==> src/verilog/epc_cfg.svh <==
// Offsets, field positions, reset values for the programming control block
`ifndef EPC_CFG_SVH
`define EPC_CFG_SVH

// ----------------------------------------------------------------
// Register byte offsets
// ----------------------------------------------------------------
`define EPC_OFF_CTRL       12'h000
`define EPC_OFF_PROG_ADDR  12'h004
`define EPC_OFF_PROG_DATA  12'h008
`define EPC_OFF_STATUS     12'h00c

// ----------------------------------------------------------------
// Control register fields
// ----------------------------------------------------------------
`define EPC_BIT_PGM        0
`define EPC_BIT_T0         1
`define EPC_BIT_T1         2
`define EPC_BIT_EXTRA_ROWS_SELECT      3
`define EPC_BIT_EXTRA_COLUMNS_SELECT      4
`define EPC_BIT_PROGRAM_LATCH_SELECT       5
`define EPC_BIT_UNUSED6    6
`define EPC_BIT_MBE        7
`define EPC_CTRL_RESET     8'h00

// ----------------------------------------------------------------
// Test mode encodings
// ----------------------------------------------------------------
`define EPC_TEST_NORMAL    2'h0
`define EPC_TEST_RESERVED  2'h1
`define EPC_TEST_GATE      2'h2
`define EPC_TEST_DRAIN     2'h3

// ----------------------------------------------------------------
// Address fields
// ----------------------------------------------------------------
`define EPC_ADDR_PAIR_BIT  5
`define EPC_EXTRA_COLUMNS_SELECT_LOW_W    5
`define EPC_EXTRA_ROWS_SELECT_LOW_W    8

`endif

==> src/verilog/epc_pkg.sv <==
// Types shared by the programming control block
package epc_pkg;

    // Which array the address bus currently reaches
    typedef enum logic [1:0] {
        EPC_SEL_USER,
        EPC_SEL_EXTRA_COLUMNS_SELECT,
        EPC_SEL_EXTRA_ROWS_SELECT
    } epc_sel_e;

    // Two-bit stress test field
    typedef logic [1:0] epc_tmode_t;

endpackage

==> src/verilog/epc_addr_map.sv <==
// Array address folding for extra columns, extra rows and paired bytes
`timescale 1ns/1ns
`default_nettype none
`include "epc_cfg.svh"

module epc_addr_map
    import epc_pkg::*;
#(
    parameter int ADDR_W = 14
) (
    input  wire logic [ADDR_W-1:0] addrIn,     // Address from the CPU side
    input  wire epc_pkg::epc_sel_e arraySel,   // Active array selection
    input  wire logic              pairMode,   // Fold the pair bit away
    output logic      [ADDR_W-1:0] addrOut     // Address seen by the array
);

    // ------------------------------------------------------------
    // Folding
    // ------------------------------------------------------------
    // Don't-care bits are forced low so the array sees one code
    always_comb begin
        addrOut = addrIn;
        unique case (arraySel)
            EPC_SEL_USER: begin
                addrOut = addrIn;
            end
            EPC_SEL_EXTRA_COLUMNS_SELECT: begin
                addrOut[`EPC_EXTRA_COLUMNS_SELECT_LOW_W-1:0] = '0;
            end
            EPC_SEL_EXTRA_ROWS_SELECT: begin
                addrOut[ADDR_W-1:`EPC_EXTRA_ROWS_SELECT_LOW_W] = '0;
            end
            default: begin
                addrOut = addrIn;
            end
        endcase
        // Both halves of the pair share one programmed byte
        if (pairMode) begin
            addrOut[`EPC_ADDR_PAIR_BIT] = 1'b0;
        end
    end

endmodule
`default_nettype wire

==> src/verilog/epc_eprom_program_control.sv <==
// Programming control for the one-time-programmable array, APB slave
//
// The register offsets and register access over APB were decided locally.
`timescale 1ns/1ns
`default_nettype none
`include "epc_cfg.svh"

module epc_eprom_program_control
    import epc_pkg::*;
#(
    parameter int APB_AW = 12,                 // APB address width
    parameter int ADDR_W = 14,                 // Array address width
    parameter int DATA_W = 8                   // Array data width
) (
    input  wire logic              sys_clk,        // System clock
    input  wire logic              resetn,         // Async reset, low
    // APB slave
    input  wire logic              psel,           // Slave select
    input  wire logic              penable,        // Access phase
    input  wire logic              pwrite,         // Write direction
    input  wire logic [APB_AW-1:0] paddr,          // Byte address
    input  wire logic [31:0]       pwdata,         // Write data
    input  wire logic [3:0]        pstrb,          // Byte strobes
    output logic      [31:0]       prdata,         // Read data
    output logic                   pready,         // Transfer done
    output logic                   pslverr,        // Unmapped address
    // Operating mode pin
    input  wire logic              specialModeIn,  // High in special modes
    // CPU side of the array bus
    input  wire logic              arrReq,         // Array access strobe
    input  wire logic              arrWe,          // Access is a write
    input  wire logic [ADDR_W-1:0] arrAddr,        // Array address
    input  wire logic [DATA_W-1:0] arrWdata,       // Array write data
    // Array side
    output logic                   memRdEn,        // Normal read strobe
    output logic      [ADDR_W-1:0] memAddr,        // Folded read address
    output epc_pkg::epc_sel_e      memSel,         // Array selection
    output logic                   readBlocked,    // Read refused pulse
    output logic      [ADDR_W-1:0] progAddr,       // Latched address
    output logic      [DATA_W-1:0] progData,       // Latched data
    output logic                   progLatchValid, // Latch holds a byte
    output logic                   progPair,       // Program both bytes
    output logic                   progVoltageOn,  // Program pulse level
    output epc_pkg::epc_tmode_t    testMode,       // Effective test mode
    output logic                   gateStress,     // Gate stress active
    output logic                   drainStress     // Drain stress active
);
    import epc_pkg::*;

    // ------------------------------------------------------------
    // Declarations
    // ------------------------------------------------------------
    logic              modeMeta;          // Synchroniser first stage
    logic              specialMode;       // Synchronised mode level
    logic [7:0]        ctrl;              // Stored control bits
    logic [7:0]        next_ctrl;         // Next control bits
    logic [7:0]        ctrlView;          // Control as software reads it
    logic [31:0]       next_prdata;       // Next read data
    logic              next_pready;       // Next ready
    logic              next_pslverr;      // Next error
    logic              apbDone;           // Transfer completes now
    logic              ctrlWr;            // Control write this edge
    logic              addrHit;           // Address is mapped
    logic              multiByte;         // Effective pair mode
    logic              latchOn;           // Latch mode active
    epc_sel_e          arraySel;          // Effective selection
    epc_tmode_t        effTest;           // Effective test field
    logic [ADDR_W-1:0] mappedAddr;        // Folded address
    logic              next_memRdEn;      // Next read strobe
    logic [ADDR_W-1:0] next_memAddr;      // Next read address
    epc_sel_e          next_memSel;       // Next selection
    logic              next_readBlocked;  // Next refusal pulse
    logic [ADDR_W-1:0] next_progAddr;     // Next latched address
    logic [DATA_W-1:0] next_progData;     // Next latched data
    logic              next_progValid;    // Next latch valid
    logic              next_progPair;     // Next pair flag
    logic              next_voltage;      // Next voltage level
    epc_tmode_t        next_testMode;     // Next test output
    logic              next_gate;         // Next gate stress
    logic              next_drain;        // Next drain stress

    // ------------------------------------------------------------
    // Mode synchroniser
    // ------------------------------------------------------------
    // The mode level comes from a pin, so it is retimed first
    always_ff @(posedge sys_clk or negedge resetn) begin
        if (!resetn) begin
            modeMeta    <= 1'b0;
            specialMode <= 1'b0;
        end else begin
            modeMeta    <= specialModeIn;
            specialMode <= modeMeta;
        end
    end

    // ------------------------------------------------------------
    // Effective control view
    // ------------------------------------------------------------
    // Restricted bits keep their stored value but act and read as
    // zero outside special modes; returning to special mode brings
    // them back, which saves a clear path on every mode change.
    always_comb begin
        ctrlView                  = 8'h00;
        ctrlView[`EPC_BIT_PGM]    = ctrl[`EPC_BIT_PGM];
        ctrlView[`EPC_BIT_PROGRAM_LATCH_SELECT]   = ctrl[`EPC_BIT_PROGRAM_LATCH_SELECT];
        if (specialMode) begin
            ctrlView[`EPC_BIT_MBE]   = ctrl[`EPC_BIT_MBE];
            ctrlView[`EPC_BIT_EXTRA_COLUMNS_SELECT] = ctrl[`EPC_BIT_EXTRA_COLUMNS_SELECT];
            ctrlView[`EPC_BIT_EXTRA_ROWS_SELECT] = ctrl[`EPC_BIT_EXTRA_ROWS_SELECT];
            ctrlView[`EPC_BIT_T1]    = ctrl[`EPC_BIT_T1];
            ctrlView[`EPC_BIT_T0]    = ctrl[`EPC_BIT_T0];
        end
    end

    // Functional decode of the effective view
    always_comb begin
        multiByte = ctrlView[`EPC_BIT_MBE];
        latchOn   = ctrlView[`EPC_BIT_PROGRAM_LATCH_SELECT];
        effTest   = {ctrlView[`EPC_BIT_T1], ctrlView[`EPC_BIT_T0]};
        // Extra columns win if both selects are set
        if (ctrlView[`EPC_BIT_EXTRA_COLUMNS_SELECT]) begin
            arraySel = EPC_SEL_EXTRA_COLUMNS_SELECT;
        end else if (ctrlView[`EPC_BIT_EXTRA_ROWS_SELECT]) begin
            arraySel = EPC_SEL_EXTRA_ROWS_SELECT;
        end else begin
            arraySel = EPC_SEL_USER;
        end
    end

    // ------------------------------------------------------------
    // APB slave
    // ------------------------------------------------------------
    // One wait state so read data and ready come from flops
    always_comb begin
        apbDone = psel && penable && pready;
        ctrlWr  = apbDone && pwrite && pstrb[0]
                  && (paddr == `EPC_OFF_CTRL);
        unique case (paddr)
            `EPC_OFF_CTRL,
            `EPC_OFF_PROG_ADDR,
            `EPC_OFF_PROG_DATA,
            `EPC_OFF_STATUS: begin
                addrHit = 1'b1;
            end
            default: begin
                addrHit = 1'b0;
            end
        endcase
    end

    // Ready rises in the second access cycle, then drops again
    always_comb begin
        next_pready  = psel && penable && !pready;
        next_pslverr = psel && penable && !pready && !addrHit;
        next_prdata  = 32'h0000_0000;
        if (psel && penable && !pready && !pwrite) begin
            unique case (paddr)
                `EPC_OFF_CTRL: begin
                    next_prdata[7:0] = ctrlView;
                end
                `EPC_OFF_PROG_ADDR: begin
                    next_prdata[ADDR_W-1:0] = progAddr;
                end
                `EPC_OFF_PROG_DATA: begin
                    next_prdata[DATA_W-1:0] = progData;
                end
                `EPC_OFF_STATUS: begin
                    next_prdata[0] = progLatchValid;
                    next_prdata[1] = specialMode;
                    next_prdata[2] = progPair;
                    next_prdata[4:3] = {1'b0, memSel == EPC_SEL_EXTRA_COLUMNS_SELECT}
                                     | {memSel == EPC_SEL_EXTRA_ROWS_SELECT, 1'b0};
                end
                default: begin
                    next_prdata = 32'h0000_0000;
                end
            endcase
        end
    end

    // APB output registers
    always_ff @(posedge sys_clk or negedge resetn) begin
        if (!resetn) begin
            pready  <= 1'b0;
            pslverr <= 1'b0;
            prdata  <= 32'h0000_0000;
        end else begin
            pready  <= next_pready;
            pslverr <= next_pslverr;
            prdata  <= next_prdata;
        end
    end

    // ------------------------------------------------------------
    // Control register
    // ------------------------------------------------------------
    // Each field follows its own write permission
    always_comb begin
        next_ctrl = ctrl;
        if (ctrlWr) begin
            next_ctrl[`EPC_BIT_PGM] = pwdata[`EPC_BIT_PGM];
            // Latch mode is frozen while the program voltage is on
            if (!ctrl[`EPC_BIT_PGM]) begin
                next_ctrl[`EPC_BIT_PROGRAM_LATCH_SELECT] = pwdata[`EPC_BIT_PROGRAM_LATCH_SELECT];
            end
            if (specialMode) begin
                next_ctrl[`EPC_BIT_MBE]   = pwdata[`EPC_BIT_MBE];
                next_ctrl[`EPC_BIT_EXTRA_COLUMNS_SELECT] = pwdata[`EPC_BIT_EXTRA_COLUMNS_SELECT];
                next_ctrl[`EPC_BIT_EXTRA_ROWS_SELECT] = pwdata[`EPC_BIT_EXTRA_ROWS_SELECT];
                next_ctrl[`EPC_BIT_T1]    = pwdata[`EPC_BIT_T1];
                next_ctrl[`EPC_BIT_T0]    = pwdata[`EPC_BIT_T0];
            end
        end
        next_ctrl[`EPC_BIT_UNUSED6] = 1'b0;
    end

    // Control register storage
    always_ff @(posedge sys_clk or negedge resetn) begin
        if (!resetn) begin
            ctrl <= `EPC_CTRL_RESET;
        end else begin
            ctrl <= next_ctrl;
        end
    end

    // ------------------------------------------------------------
    // Address folding
    // ------------------------------------------------------------
    epc_addr_map #(
        .ADDR_W   (ADDR_W)
    ) uAddrMap (
        .addrIn   (arrAddr),
        .arraySel (arraySel),
        .pairMode (multiByte && latchOn),
        .addrOut  (mappedAddr)
    );

    // ------------------------------------------------------------
    // Array access path
    // ------------------------------------------------------------
    // Latch mode turns writes into captures and refuses reads
    always_comb begin
        next_memRdEn     = 1'b0;
        next_memAddr     = memAddr;
        next_memSel      = arraySel;
        next_readBlocked = 1'b0;
        next_progAddr    = progAddr;
        next_progData    = progData;
        next_progValid   = progLatchValid && latchOn;
        next_progPair    = multiByte && latchOn;
        if (arrReq) begin
            if (latchOn) begin
                if (arrWe) begin
                    next_progAddr  = mappedAddr;
                    next_progData  = arrWdata;
                    next_progValid = 1'b1;
                end else begin
                    next_readBlocked = 1'b1;
                end
            end else if (!arrWe) begin
                next_memRdEn = 1'b1;
                next_memAddr = mappedAddr;
            end
        end
    end

    // Array path registers
    always_ff @(posedge sys_clk or negedge resetn) begin
        if (!resetn) begin
            memRdEn        <= 1'b0;
            memAddr        <= '0;
            memSel         <= EPC_SEL_USER;
            readBlocked    <= 1'b0;
            progAddr       <= '0;
            progData       <= '0;
            progLatchValid <= 1'b0;
            progPair       <= 1'b0;
        end else begin
            memRdEn        <= next_memRdEn;
            memAddr        <= next_memAddr;
            memSel         <= next_memSel;
            readBlocked    <= next_readBlocked;
            progAddr       <= next_progAddr;
            progData       <= next_progData;
            progLatchValid <= next_progValid;
            progPair       <= next_progPair;
        end
    end

    // ------------------------------------------------------------
    // Program pulse and stress modes
    // ------------------------------------------------------------
    // The reserved code selects no stress, like normal operation
    always_comb begin
        next_voltage  = ctrl[`EPC_BIT_PGM];
        next_testMode = effTest;
        next_gate     = 1'b0;
        next_drain    = 1'b0;
        unique case (effTest)
            `EPC_TEST_NORMAL: begin
                next_gate = 1'b0;
            end
            `EPC_TEST_RESERVED: begin
                next_gate = 1'b0;
            end
            `EPC_TEST_GATE: begin
                next_gate = 1'b1;
            end
            `EPC_TEST_DRAIN: begin
                next_drain = 1'b1;
            end
        endcase
    end

    // Pulse and stress registers
    always_ff @(posedge sys_clk or negedge resetn) begin
        if (!resetn) begin
            progVoltageOn <= 1'b0;
            testMode      <= `EPC_TEST_NORMAL;
            gateStress    <= 1'b0;
            drainStress   <= 1'b0;
        end else begin
            progVoltageOn <= next_voltage;
            testMode      <= next_testMode;
            gateStress    <= next_gate;
            drainStress   <= next_drain;
        end
    end

endmodule
`default_nettype wire

==> config.mk <==
export PLATFORM = sky130hd
export DESIGN_NAME = epc_eprom_program_control
export DESIGN_NICKNAME = d
export VERILOG_FILES = /design/src/verilog/epc_pkg.sv /design/src/verilog/epc_addr_map.sv /design/src/verilog/epc_eprom_program_control.sv
export VERILOG_INCLUDE_DIRS = /design/src /design/src/verilog
export SDC_FILE = /design/constraint.sdc
export NUM_CORES = 1
export LEC_CHECK = 0
export BUFFER_PORTS_ARGS = -buffer_cell sky130_fd_sc_hd__buf_2
export CORE_ASPECT_RATIO = 1.25
export CORE_MARGIN = 2
export CORE_UTILIZATION = 45
export DETAILED_ROUTE_END_ITERATION = 6
export GPL_ROUTABILITY_DRIVEN = 0
export PLACE_DENSITY = 0.76
export SYNTH_ARGS = -nofsm -noshare
export SYNTH_HDL_FRONTEND = slang
export SYNTH_SLANG_ARGS = --single-unit
==> constraint.sdc <==
create_clock -name sys_clk -period 1.65 [get_ports sys_clk]
set_input_delay 0.165 -clock sys_clk [delete_from_list [all_inputs] [get_ports sys_clk]]
set_output_delay 0.165 -clock sys_clk [all_outputs]
set_load 0.02 [all_outputs]
==> results of run 1 <==
## layer usage
layer,vias up,wire length [um],GRT usage (%)
met3,10,336,3.98
met5,-,0,0
met2,74,3410,31.4
met4,0,147,9.97
li1,1083,-,-
met1,1047,2670,23.1
## what timing repair did
action / CTS / global route
setup endpoints to repair: 0 / 14
gates resized for setup: 0 / 1
hold endpoints to repair: 73 / 0
hold buffers: 2 / 0
## final cells by class
| cell class | instances | area share [%] |
|---|---|---|
| multi-input cells | 171 | 27.6 |
| repair buffers | 122 | 17.1 |
| well taps | 87 | 2.84 |
| clock buffers | 9 | 3.23 |
| inverters | 6 | 0.588 |
| clock inverters | 7 | 1.63 |
| flip-flops and latches | 72 | 47.0 |
## cell families (layout without fill, tap and decap cells)
logic type / Yosys count / in the layout
buffers and inverters: 36 / 144
AOI/OAI and AO/OA: 36 / 36
DFF: 72 / 72
other: 1 / 18
muxes: 20 / 20
and+or+nand+nor: 97 / 97
## sequential cells by signal, summed over array words and instances (netlist names), 2 cells and up
| register | count |
|---|---|
| memSel | 2 |
| ctrl | 7 |
| testMode | 2 |
| progAddr | 14 |
| progData | 8 |
| memAddr | 14 |
| prdata | 14 |
## path summary, 6_finish.rpt
kind                       startpoint           to  slack [ns]  cells past startpoint
max                            pready      ctrl[5]        0.08                      4
min                        arrAddr[6]   memAddr[6]        0.03                      3
max reg2reg                    pready      ctrl[5]        0.08                      4
min reg2reg                  modeMeta  specialMode        0.35                      0
max in group asynchronous      resetn      ctrl[4]        0.96                      3
min in group asynchronous      resetn  progData[7]        0.35                      3
## critical path, cell delays in order, from the launching register on
cell	delay [ns]
dfrtp_1	0.39
nand2_1	0.11
or4_4	0.50
nor3_2	0.13
mux2_2	0.34
## per-stage QoR
stage | setup TNS (ns) | hold WS (ns)
finish | 0 | 0.0292
global route | -0.0359 | 0.0282
CTS | 0 | 0.0221
detailed placement | 0 | 0.223
global placement | 0 | 0.217
floorplan | 0 | -0.131
## Yosys cell counts (2+ instances only)
library cell | count | share of area [%]
inv_1 | 6 | 0.75
mux2i_1 | 2 | 0.66
clkbuf_1 | 5 | 0.62
a211oi_1 | 3 | 0.75
buf_2 | 4 | 0.66
nor2b_1 | 2 | 0.42
nand3_1 | 4 | 0.66
mux4_2 | 2 | 1.5
and2_1 | 7 | 1.5
and3_1 | 2 | 0.42
nand3b_1 | 2 | 0.50
mux2_2 | 11 | 4.1
nor2_1 | 11 | 1.4
o21ai_0 | 26 | 4.3
a21oi_1 | 4 | 0.66
dfrtp_1 | 72 | 60
buf_4 | 19 | 4.7
nor4_4 | 2 | 1.4
nand2_1 | 53 | 6.6
mux2_4 | 5 | 2.5
## power by group
| group | switching [mW] | internal (mW) |
|---|---|---|
| sequential | 0.0259 | 1.81 |
| clock | 0.627 | 0.684 |
| combinational | 0.229 | 0.119 |
==> flow_metrics.tcl, run 1 <==
set metrics [dict create \
    syn_area_per_cell_um2 11.5 \
    clockBufferDepth 2 \
    fin_crit_sh_pct 95.4 \
    final-hold-violation-count 0 \
    dpl_cell_area_mm2 0.00362 \
    fill_cells 603 \
    placedCellCount 456 \
    ios 159 \
    nets 460 \
    cp-end-kind "flip-flop" \
    ys_types 40 \
    port_buffers 112 \
    numCtsBuffers 9 \
    fp.coreArea_mm2 0.00652 \
    slew_violations 0 \
    max_freq_mhz 635 \
    cap_violations 0 \
    synth_edf_count 0 \
    ys_warn_count 0 \
    synth_simple_gate_area_share_pct 17.4 \
    start_kind "flip-flop" \
    outcome "completed" \
    synthAdderAreaFrac_pct 0 \
    stdcell_area_mm2 0.00383 \
    grt_pass1_vias 2110 \
    antennaDiodeCount 0 \
    final_common_cell "buf_2" \
    p_leak_nw 2.17 \
    syn2layout_area_growth_pct 27.1 \
    finClkSkew_ns 0.0102 \
    synth-compound-area-share_pct 6.56 \
    cts_htree_levels 3 \
    die_y_um 95.5 \
    antenna_left 0 \
    antenna_found_initial 0 \
    crit_type "flip-flop to flip-flop" \
    required_ns 1.88 \
    post_cts_buffers 0 \
    fin_ws_ns 0.0758 \
    grt.total_usage_pct 18.8 \
    fin_total_pwr_mw 3.50 \
    multi_input_area_mm2 0.00106 \
    p_per_area_mw_per_mm2 913 \
    worstPathMaxFanout 5 \
    viasPerCell 4.67 \
    synth_area_mm2 0.00301 \
    min_path_type "input port to flip-flop" \
    vias 2214 \
    drc 0 \
    irDropWorstVdd_uv 476 \
    drive_above_1_share_pct 42.9 \
    synth_top_family_by_area "simple AND/OR/NAND/NOR gates" \
    grt_max_degree 73 \
    finalWirelength_mm 6.56 \
    clock_sinks 72 \
    cts_tree "done" \
    syn_inst 262 \
    setup_viol 0 \
    die_x_um 77.2 \
    row_count 33 \
    ys_ff_latch 72 \
    path_clk_slew_ns 0.08 \
    overflow 0 \
    cts-root-buf "clkbuf_8" \
    fin_crit_ns 1.57 \
    utilization_pct 58.7 \
    yosysSeqAreaShare_pct 59.8 \
    dp_slack_ns 0.0741 \
    die-area_mm2 0.00737 \
    final_cells 474 \
    async_flop_share_pct 100 \
    mostFrequentLayoutCells "buf_2, dfrtp_1, nand2_1, o21ai_0, conb_1" \
    clk-insertion-delay-late_ns 0.34 \
    synth_xor_area_share_pct 0 \
    regArea_mm2 0.00180 \
    initial_utilization_pct 46.2 \
    synthMuxAreaShare_pct 8.76 \
    grt_pass1_wl_mm 10.5 \
    synth_top_flop_cell "dfrtp_1" \
    dr.pass1.iters 4 \
    hpwl_mm 4.85 \
    cp.arrival_ns 1.80 \
    wl_per_cell_um 13.8 \
    drtIter0Drc 114 \
    rsz0062_at_grt "yes" \
]
No activity file was read; power rests on OpenSTA's default activity.
==> run 2, diff against run 1 <==
--- a/config.mk
+++ b/config.mk
@@ -10,9 +10,11 @@
 export CORE_ASPECT_RATIO = 1.25
 export CORE_MARGIN = 2
 export CORE_UTILIZATION = 45
+export CTS_CLUSTER_SIZE = 28
 export DETAILED_ROUTE_END_ITERATION = 6
 export GPL_ROUTABILITY_DRIVEN = 0
 export PLACE_DENSITY = 0.76
+export REMOVE_ABC_BUFFERS = 1
 export SYNTH_ARGS = -nofsm -noshare
 export SYNTH_HDL_FRONTEND = slang
 export SYNTH_SLANG_ARGS = --single-unit
==> run 2 against run 1 <==
Net effect: largest cell class unchanged; critical path type unchanged; count of clock-buffer cells in the layout rose by 5; clock skew is 0.0060 ns lower; routed wire length rose by 1.5%; critical path depth is the same; core utilization increased by 0.82 points; global-route usage increased by 0.57 points; sequential cell count stayed put.
==> flow_metrics.tcl, run 2 (same netlist as run 1, synthesis figures left out) <==
set metrics [dict create \
    cap_violations 0 \
    utilization_pct 59.5 \
    row_count 33 \
    rr_startpoint "pready" \
    fin_total_pwr_mw 3.67 \
    drtIter0Drc 84 \
    clockBufferDepth 2 \
    initial_utilization_pct 46.2 \
    grt_pass1_wl_mm 10.8 \
    setup-tns-final_ns 0 \
    fin_crit_ns 1.58 \
    die_x_um 77.2 \
    reg2regPathDepth 4 \
    nets 463 \
    die_y_um 95.5 \
    setup_viol 0 \
    dr.pass1.iters 4 \
    grt_max_degree 40 \
    viasPerCell 4.63 \
    fin_crit_sh_pct 95.6 \
    hpwl_mm 5.07 \
    fp.coreArea_mm2 0.00652 \
    finClkSkew_ns 0.00422 \
    die-area_mm2 0.00737 \
    power_frac_clock_pct 40.3 \
    antenna_left 0 \
    dp_slack_ns 0.0692 \
    overflow 0 \
    irDropWorstVdd_uv 635 \
    grt.total_usage_pct 19.4 \
    final_common_cell "buf_2" \
    outcome "completed" \
    r2r_slack_ns 0.07 \
    switching_share_pct 23.8 \
    syn2layout_area_growth_pct 28.9 \
    r2r-end "ctrl[5]" \
    final-hold-violation-count 0 \
    start_kind "flip-flop" \
    switchingPower_mw 0.872 \
    slew_violations 0 \
    fill_cells 584 \
    drc 0 \
    cp.arrival_ns 1.81 \
    crit_type "flip-flop to flip-flop" \
    combPwrFrac_pct 9.6 \
    wl_per_cell_um 14.0 \
    p_int_mw 2.80 \
    p_leak_nw 2.20 \
    ios 159 \
    path_clk_slew_ns 0.07 \
    p_per_area_mw_per_mm2 945 \
    mostFrequentLayoutCells "buf_2, dfrtp_1, nand2_1, o21ai_0, conb_1" \
    max_freq_mhz 634 \
    antennaDiodeCount 0 \
    grt_pass1_vias 2208 \
    crit_end "ctrl[5]" \
    cp-end-kind "flip-flop" \
    port_buffers 112 \
    clock_sinks 72 \
    clk-insertion-delay-late_ns 0.34 \
    cts_tree "done" \
    seqPwrFrac_pct 50.2 \
    min_path_type "input port to flip-flop" \
    worstPathMaxFanout 4 \
    numCtsBuffers 9 \
    cp-startpoint "pready" \
    drive_above_1_share_pct 43.1 \
    fin_ws_ns 0.0730 \
    cts_htree_levels 3 \
    antenna_found_initial 0 \
    finalWirelength_mm 6.66 \
    cts-root-buf "clkbuf_8" \
    vias 2208 \
    reg.largest.list "memAddr (14), prdata (14), progAddr (14)" \
    required_ns 1.88 \
]
-- run 2: changes by cell type in the layout (fill, tap and decap cells not counted) --
cell        previous run  this run
buf_4                  7        11
clkbuf_8               9        13
clkinv_2               5         1
buf_2                112       111
clkbuf_1               0         1
clkinvlp_4             1         0
or3b_2                 0         1
or3b_4                 1         0
-- run 2: metal layers --
metal | GRT usage [%] | routed length (um)
met1 | 22.5 | 2690
met2 | 33.2 | 3480
met4 | 10.9 | 190
met5 | 0 | 0
met3 | 4.64 | 300
-- run 2: metrics by stage --
| step | cell area [um2] | std cells | hold WS [ns] |
|---|---|---|---|
| 5_1_grt | 3880 | 477 | 0.0368 |
| 4_1_cts | 3880 | 476 | 0.0100 |
| 3_3_place_gp | 3640 | 458 | 0.135 |
| 3_5_place_dp | 3640 | 458 | 0.144 |
| 6_report | 3880 | 477 | 0.0271 |
| 2_1_floorplan | 2880 | 249 | -0.131 |
-- run 2: timing repair --
item | CTS | global route
setup buffers | 0 | 1
hold buffers | 2 | 0
endpoints found under the hold margin | 34 | 0
endpoints found under the setup margin | 0 | 1
resized for setup | 0 | 0
-- run 2: final cells by class --
| type | count | area, um2 | area share (%) |
|---|---|---|---|
| Clock inverter | 2 | 35.0 | 0.902 |
| Timing Repair Buffer | 125 | 678 | 17.5 |
| Multi-Input combinational cell | 171 | 1050 | 27.2 |
| Tap cell | 87 | 109 | 2.80 |
| Sequential cell | 72 | 1800 | 46.4 |
| Inverter | 6 | 22.5 | 0.580 |
| Clock buffer | 14 | 183 | 4.70 |
-- run 2: how the worst min path moves through the flow --
stage               slack (ns)        start  cells past startpoint           to
finish                    0.03   arrAddr[6]                      3   memAddr[6]
CTS                       0.01   arrAddr[6]                      3   memAddr[6]
global placement          0.14       resetn                      1  progData[5]
global route              0.04  arrWdata[5]                      2  progData[5]
detailed placement        0.14       resetn                      1   memAddr[5]
floorplan                -0.13       resetn                      0      ctrl[0]
-- run 2: critical path, stage by stage, from the launching register on --
cell     delay [ns]
dfrtp_1        0.40
nand2_1        0.10
or4_4          0.50
nor3_2         0.12
mux2_2         0.35
-- run 2: power by group through the flow --
stage | Sequential (mW) | Clock, mW | Combinational [mW]
global placement | 1.87 | 0 | 0.344
CTS | 1.84 | 1.51 | 0.354
detailed placement | 1.87 | 0 | 0.351
floorplan | 1.93 | 0 | 0.0989
global route | 1.84 | 1.60 | 0.392
finish | 1.84 | 1.48 | 0.352
